<file path="src/core/sapc_pkg.sv">
// Purpose: Shared constants for the converter read port and its host end
// Assumes: 125 MHz clock on both ends
// Notes: Times are in ns; cycle counts derive from them
package sapc_pkg;
	// ==========================================================
	// Clock and timing
	localparam int CLK_PERIOD_NS = 8;
	localparam int T_CONV_PULSE_NS = 40;
	localparam int T_BUSY_LOW_MAX_NS = 1085;
	localparam int T_BUSY_FALL_MAX_NS = 125;
	localparam int T_CONV_MAX_NS = 1030;
	localparam int T_DATA_VALID_MAX_NS = 1100;
	localparam int T_BUSY_AFTER_DV_MIN_NS = 20;
	localparam int T_SETUP_NS = 10;
	localparam int T_BETWEEN_NS = 1250;
	// Least times round up, longest times round down
	localparam int CONV_PULSE_CYC =
		(T_CONV_PULSE_NS + CLK_PERIOD_NS - 1) / CLK_PERIOD_NS;
	localparam int CONV_CYC = T_CONV_MAX_NS / CLK_PERIOD_NS;
	localparam int BUSY_LAG_CYC =
		(T_BUSY_AFTER_DV_MIN_NS + CLK_PERIOD_NS - 1) / CLK_PERIOD_NS;
	localparam int SETUP_CYC =
		(T_SETUP_NS + CLK_PERIOD_NS - 1) / CLK_PERIOD_NS;
	localparam int BETWEEN_CYC =
		(T_BETWEEN_NS + CLK_PERIOD_NS - 1) / CLK_PERIOD_NS;
	// ==========================================================
	// Data word
	localparam int DATA_W = 12;
	localparam int CNT_W = 8;
	localparam logic [DATA_W-1:0] DATA_RST = 12'h000;
	localparam logic [CNT_W-1:0] CNT_ZERO = 8'h00;
	localparam logic [CNT_W-1:0] CNT_ONE = 8'h01;
endpackage : sapc_pkg

</file>
<file path="src/core/sapc_if.sv">
// Purpose: Pin bundle between converter read port and host
// Assumes: One clock; host reads the bus only while the enable is high
// Notes: Active-low pins end in _n
interface sapc_if;
	import sapc_pkg::*;
	logic cs_n;
	logic rc;
	logic busy_n;
	logic [DATA_W-1:0] result_bus;
	logic result_oe;
	modport dev (input cs_n, input rc, output busy_n,
		output result_bus, output result_oe);
	modport host (output cs_n, output rc, input busy_n,
		input result_bus, input result_oe);
endinterface : sapc_if

</file>
<file path="src/core/sapc_host.sv">
// Purpose: Host end that starts conversions and captures results
// Assumes: Same clock as device
// Notes: Uses R/C as trigger; CS set up first
module sapc_host
	import sapc_pkg::*;
(
	// Clock and reset
	input wire logic MCLK_I,
	input wire logic RESET_I,
	// Pins
	sapc_if.host PINS,
	// User side
	input wire logic START_I,
	output logic READY_O,
	output logic DONE_O,
	output logic [DATA_W-1:0] DATA_O
);
	typedef enum logic [4:0] {
		H_IDLE = 5'b00001,
		H_SETUP = 5'b00010,
		H_PULSE = 5'b00100,
		H_WAIT = 5'b01000,
		H_READ = 5'b10000
	} sapc_host_state_e;

	typedef struct packed {
		sapc_host_state_e st;
		logic [CNT_W-1:0] cnt;
		logic [CNT_W-1:0] gap;
		logic cs_n;
		logic rc;
		logic done;
		logic ready;
		logic [DATA_W-1:0] data;
	} sapc_host_s;

	sapc_host_s r_reg;
	sapc_host_s r_next;

	// ==========================================================
	// Next state
	always_comb begin
		r_next = r_reg;
		r_next.done = 1'b0;
		if (r_reg.gap != CNT_ZERO)
			r_next.gap = r_reg.gap - CNT_ONE;
		unique case (r_reg.st)
			H_IDLE: begin
				if (START_I && r_reg.gap == CNT_ZERO) begin
					r_next.st = H_SETUP;
					r_next.cs_n = 1'b0;
					r_next.cnt = CNT_ZERO;
				end
			end
			H_SETUP: begin
				r_next.cnt = r_reg.cnt + CNT_ONE;
				if (r_reg.cnt == CNT_W'(SETUP_CYC - 1)) begin
					r_next.st = H_PULSE;
					r_next.rc = 1'b0;
					r_next.cnt = CNT_ZERO;
					r_next.gap = CNT_W'(BETWEEN_CYC);
				end
			end
			H_PULSE: begin
				r_next.cnt = r_reg.cnt + CNT_ONE;
				if (r_reg.cnt == CNT_W'(CONV_PULSE_CYC - 1)) begin
					r_next.st = H_WAIT;
					// R/C high during busy keeps bus quiet until done
					r_next.rc = 1'b1;
				end
			end
			H_WAIT: begin
				if (PINS.busy_n && r_reg.cnt == CNT_W'(CONV_PULSE_CYC))
					r_next.cnt = r_reg.cnt;
				if (!PINS.busy_n)
					r_next.cnt = CNT_ZERO;
				else if (r_reg.cnt == CNT_ZERO)
					r_next.st = H_READ;
			end
			H_READ: begin
				if (PINS.result_oe) begin
					r_next.data = PINS.result_bus;
					r_next.done = 1'b1;
					r_next.cs_n = 1'b1;
					r_next.st = H_IDLE;
				end
			end
			default: r_next = r_reg;
		endcase
		// Ready is registered so the user side sees a flop
		r_next.ready = (r_next.st == H_IDLE) &&
			(r_next.gap == CNT_ZERO);
	end

	always_ff @(posedge MCLK_I) begin
		if (RESET_I) begin
			r_reg.st <= H_IDLE;
			r_reg.cnt <= CNT_ZERO;
			r_reg.gap <= CNT_ZERO;
			r_reg.cs_n <= 1'b1;
			r_reg.rc <= 1'b1;
			r_reg.done <= 1'b0;
			r_reg.ready <= 1'b1;
			r_reg.data <= DATA_RST;
		end else begin
			r_reg <= r_next;
		end
	end

	assign PINS.cs_n = r_reg.cs_n;
	assign PINS.rc = r_reg.rc;
	assign READY_O = r_reg.ready;
	assign DONE_O = r_reg.done;
	assign DATA_O = r_reg.data;
endmodule : sapc_host

</file>
<file path="src/flat_wrapper.sv">
// flat-port wrapper written by rule: the top's interface ports become plain ports
module sapc_host_flat import sapc_pkg::*;
  (MCLK_I, RESET_I, START_I, READY_O, DONE_O, DATA_O, PINS_cs_n, PINS_rc, PINS_busy_n, PINS_result_bus, PINS_result_oe);
  sapc_if PINS_i ();
  input wire logic MCLK_I;
  input wire logic RESET_I;
  input wire logic START_I;
  output logic READY_O;
  output logic DONE_O;
  output logic [DATA_W-1:0] DATA_O;
  output wire logic [$bits(PINS_i.cs_n)-1:0] PINS_cs_n;
  output wire logic [$bits(PINS_i.rc)-1:0] PINS_rc;
  input wire logic [$bits(PINS_i.busy_n)-1:0] PINS_busy_n;
  input wire logic [$bits(PINS_i.result_bus)-1:0] PINS_result_bus;
  input wire logic [$bits(PINS_i.result_oe)-1:0] PINS_result_oe;
  assign PINS_cs_n = PINS_i.cs_n;
  assign PINS_rc = PINS_i.rc;
  assign PINS_i.busy_n = PINS_busy_n;
  assign PINS_i.result_bus = PINS_result_bus;
  assign PINS_i.result_oe = PINS_result_oe;
  sapc_host u_core (.MCLK_I(MCLK_I), .RESET_I(RESET_I), .PINS(PINS_i), .START_I(START_I), .READY_O(READY_O), .DONE_O(DONE_O), .DATA_O(DATA_O));
endmodule
</file>
<file path="config.mk">
export PLATFORM = sky130hd
export DESIGN_NAME = sapc_host_flat
export DESIGN_NICKNAME = d
export VERILOG_FILES = /design/src/core/sapc_pkg.sv /design/src/core/sapc_if.sv /design/src/core/sapc_host.sv /design/src/flat_wrapper.sv
export SDC_FILE = /design/constraint.sdc
export NUM_CORES = 1
export LEC_CHECK = 0
export BUFFER_PORTS_ARGS = -buffer_cell sky130_fd_sc_hd__buf_2
export CORE_ASPECT_RATIO = 0.9
export CORE_MARGIN = 8
export CORE_UTILIZATION = 45
export DETAILED_ROUTE_END_ITERATION = 16
export GPL_ROUTABILITY_DRIVEN = 0
export PLACE_DENSITY = 0.66
export SETUP_SLACK_MARGIN = 0.2
export SYNTH_ARGS = -nofsm -noshare
export SYNTH_HDL_FRONTEND = slang
export SYNTH_SLANG_ARGS = --single-unit
</file>
<file path="constraint.sdc">
create_clock -name MCLK_I -period 5.57 [get_ports MCLK_I]
set_clock_uncertainty 0.15 [all_clocks]
set_input_delay 0.8355 -clock MCLK_I [delete_from_list [all_inputs] [get_ports MCLK_I]]
set_output_delay 0.8355 -clock MCLK_I [all_outputs]
set_load 0.005 [all_outputs]
</file>
==> reports/qor.yml <==
h-tree-depth: 2
sw_frac_of_total_pct: 42.3
synth-seq-area-share_pct: 35.2
max-cap-violations: 0
cts_tree: "yes"
num_rows: 23
worst_hold_slack_ns: 0.304
drv_slew: 0
drt_iter0_markers: 119
layout-drive-gt1-share_pct: 16.8
slew_headroom_pct: 60.3
p_sw_uw: 500
post_drt_wl_per_cell_um: 13.8
pin_count: 33
start_util_pct: 46.9
clkPwrFrac_pct: 19.9
worstSetupStartpointType: "register"
post_cts_buffers: 0
synth_ff_type: "dfxtp_1"
fmax_mhz: 357
comb_power_share_pct: 48.8
hold_buffers: 0
power.total_mw: 1.18
grt_max_degree: 31
grt_setup_unrepaired: "false"
via_per_inst: 5.42
route.vias.total: 1854
core_um2: 4490
fin_nets: 301
async_reset_ff_share_pct: 0
ant_nets: 0
ys_ff_latch: 37
finalCritPeriodShare_pct: 50.3
synth_cell_types: 50
setup_viol: 0
fin_crit_ns: 2.80
dpl.hpwl_um: 3470
drc: 0
antenna_cells: 0
path_clk_slew_ns: 0.08
power_per_cell_area_nw_per_um2: 515
hold_viol: 0
place_ws_ns: 2.76
status: "complete, no violations"
power.internal_uw: 682
die_x_um: 88.1
cp_max_fo: 9
area_growth_syn_to_layout_pct: 8.91
yosys.area.top_type: "dfxtp_1"
synth_area_um2: 2110
grt-ovfl-total: 0
cts.sinks: 37
cts_buffers: 5
critPathKind: "register to register"
first_global_vias: 1725
synth.area.top_cells: "dfxtp_1, nand2_1, a21oi_1"
cts_root_buffer: "clkbuf_8"
dieArea_um2: 7130
critPathArrivalTime_ns: 2.83
antenna_found_initial: 0
synth_commonest_cells: "nand2_1, dfxtp_1, nor2_1, a21oi_1, buf_4"
largest_reg_flops: 21
synth_edf_count: 0
totalWireLength_um: 4710
worst_slack_ns: 2.77
cts_resized: 0
yosysMostFrequentCell: "nand2_1"
worstSetupEndpointType: "register"
grt_pass1_wl_um: 8160
vdd_drop_max_mv: 0.177
cp.required_ns: 5.60
hold_class: "register to register"
synth_top_cell_area_share_pct: 35.2
firstDrtPassIters: 5
tns_ns: 0
grt_usage_pct: 14.5
synth_cells: 268
dieHeight_um: 80.9
p_leak_nw: 0.891
clock_latency_ns: 0.29
synth.avg_cell_area_um2: 7.86
port_buffers: 32
cts_buffer_depth: 2
seq_power_share_pct: 31.2
syn-num-nets: 290
tightestPinTransition_ns: 0.595
yosysWarningCount: 0
stage by stage:
stage,util (%),instances,instance area [um^2]
after CTS,51.1,342,2290
after global placement,48.6,334,2180
final,51.1,342,2290
after global routing,51.1,342,2290
after floorplan,-,268,2110
after detailed placement,48.6,334,2180
layer usage:
metal	up-vias	wire, um	GRT usage [%]
li1	953	-	-
met1	844	2390	19.4
met2	51	1930	20.4
met3	6	336	6.15
met4	0	59	4.55
met5	-	0	0
cell usage in the layout (no fill, tap or decap), types with 2 or more instances in the layout:
master,count
a221oi_1,2
nand3_1,6
and3_1,4
o21ai_0,11
dfxtp_1,37
clkbuf_8,5
xnor2_1,2
buf_2,32
nor2b_1,4
nand3b_1,2
xor2_1,8
nand2_1,39
nor4_1,5
o211ai_1,3
o22ai_1,3
ha_1,5
nand4_1,6
nor3_1,6
a211oi_1,4
nand2b_1,3
inv_1,6
nor2_1,30
a21oi_1,25
and2_1,2
nor3b_1,4
worst max-delay path: stages, from the launching register on:
cell and delay, ns:
dfxtp_1 0.37, inv_1 0.12, ha_1 0.15, nor4b_2 0.31
and2_1 0.34, a21oi_2 0.14, a2111oi_4 0.56, o211ai_1 0.17
nand2b_1 0.27, nor2_1 0.08
power by group through the flow:
stage                     Clock (mW)  Sequential, mW  Combinational (mW)
final                          0.236           0.369               0.577
after global routing           0.256           0.378               0.660
after CTS                      0.242           0.368               0.575
after detailed placement           0           0.373               0.571
after global placement             0           0.374               0.572
after floorplan                    0           0.345               0.496
logic make-up after synthesis:
kind of cell	after synthesis	synth area share, %
compound gates	60	18.8
xor+xnor	10	4.16
fa+ha+maj	5	2.97
buf+inv	34	8.73
flops	37	35.2
mux	1	0.475
simple gates	121	29.8
cell type report:
type | count | area, um^2
clock buffers | 6 | 72.6
well taps | 62 | 77.6
flip-flops and latches | 37 | 741
repair buffers | 32 | 160
clock inverters | 2 | 38.8
fillers | 446 | 2190
multi-input cells | 197 | 1180
inverters | 6 | 22.5
path summary, 6_finish.rpt:
path / slack, ns / to / cells past startpoint / startpoint
setup reg to reg: 2.77 / u_core.r_reg[27] / 9 / u_core.r_reg[16]
hold / removal: 0.30 / u_core.DATA_O[7] / 2 / u_core.DATA_O[7]
hold reg to reg: 0.30 / u_core.DATA_O[7] / 2 / u_core.DATA_O[7]
setup / recovery: 2.77 / u_core.r_reg[27] / 9 / u_core.r_reg[16]
Note: power is estimated with default switching activity, not from simulation.
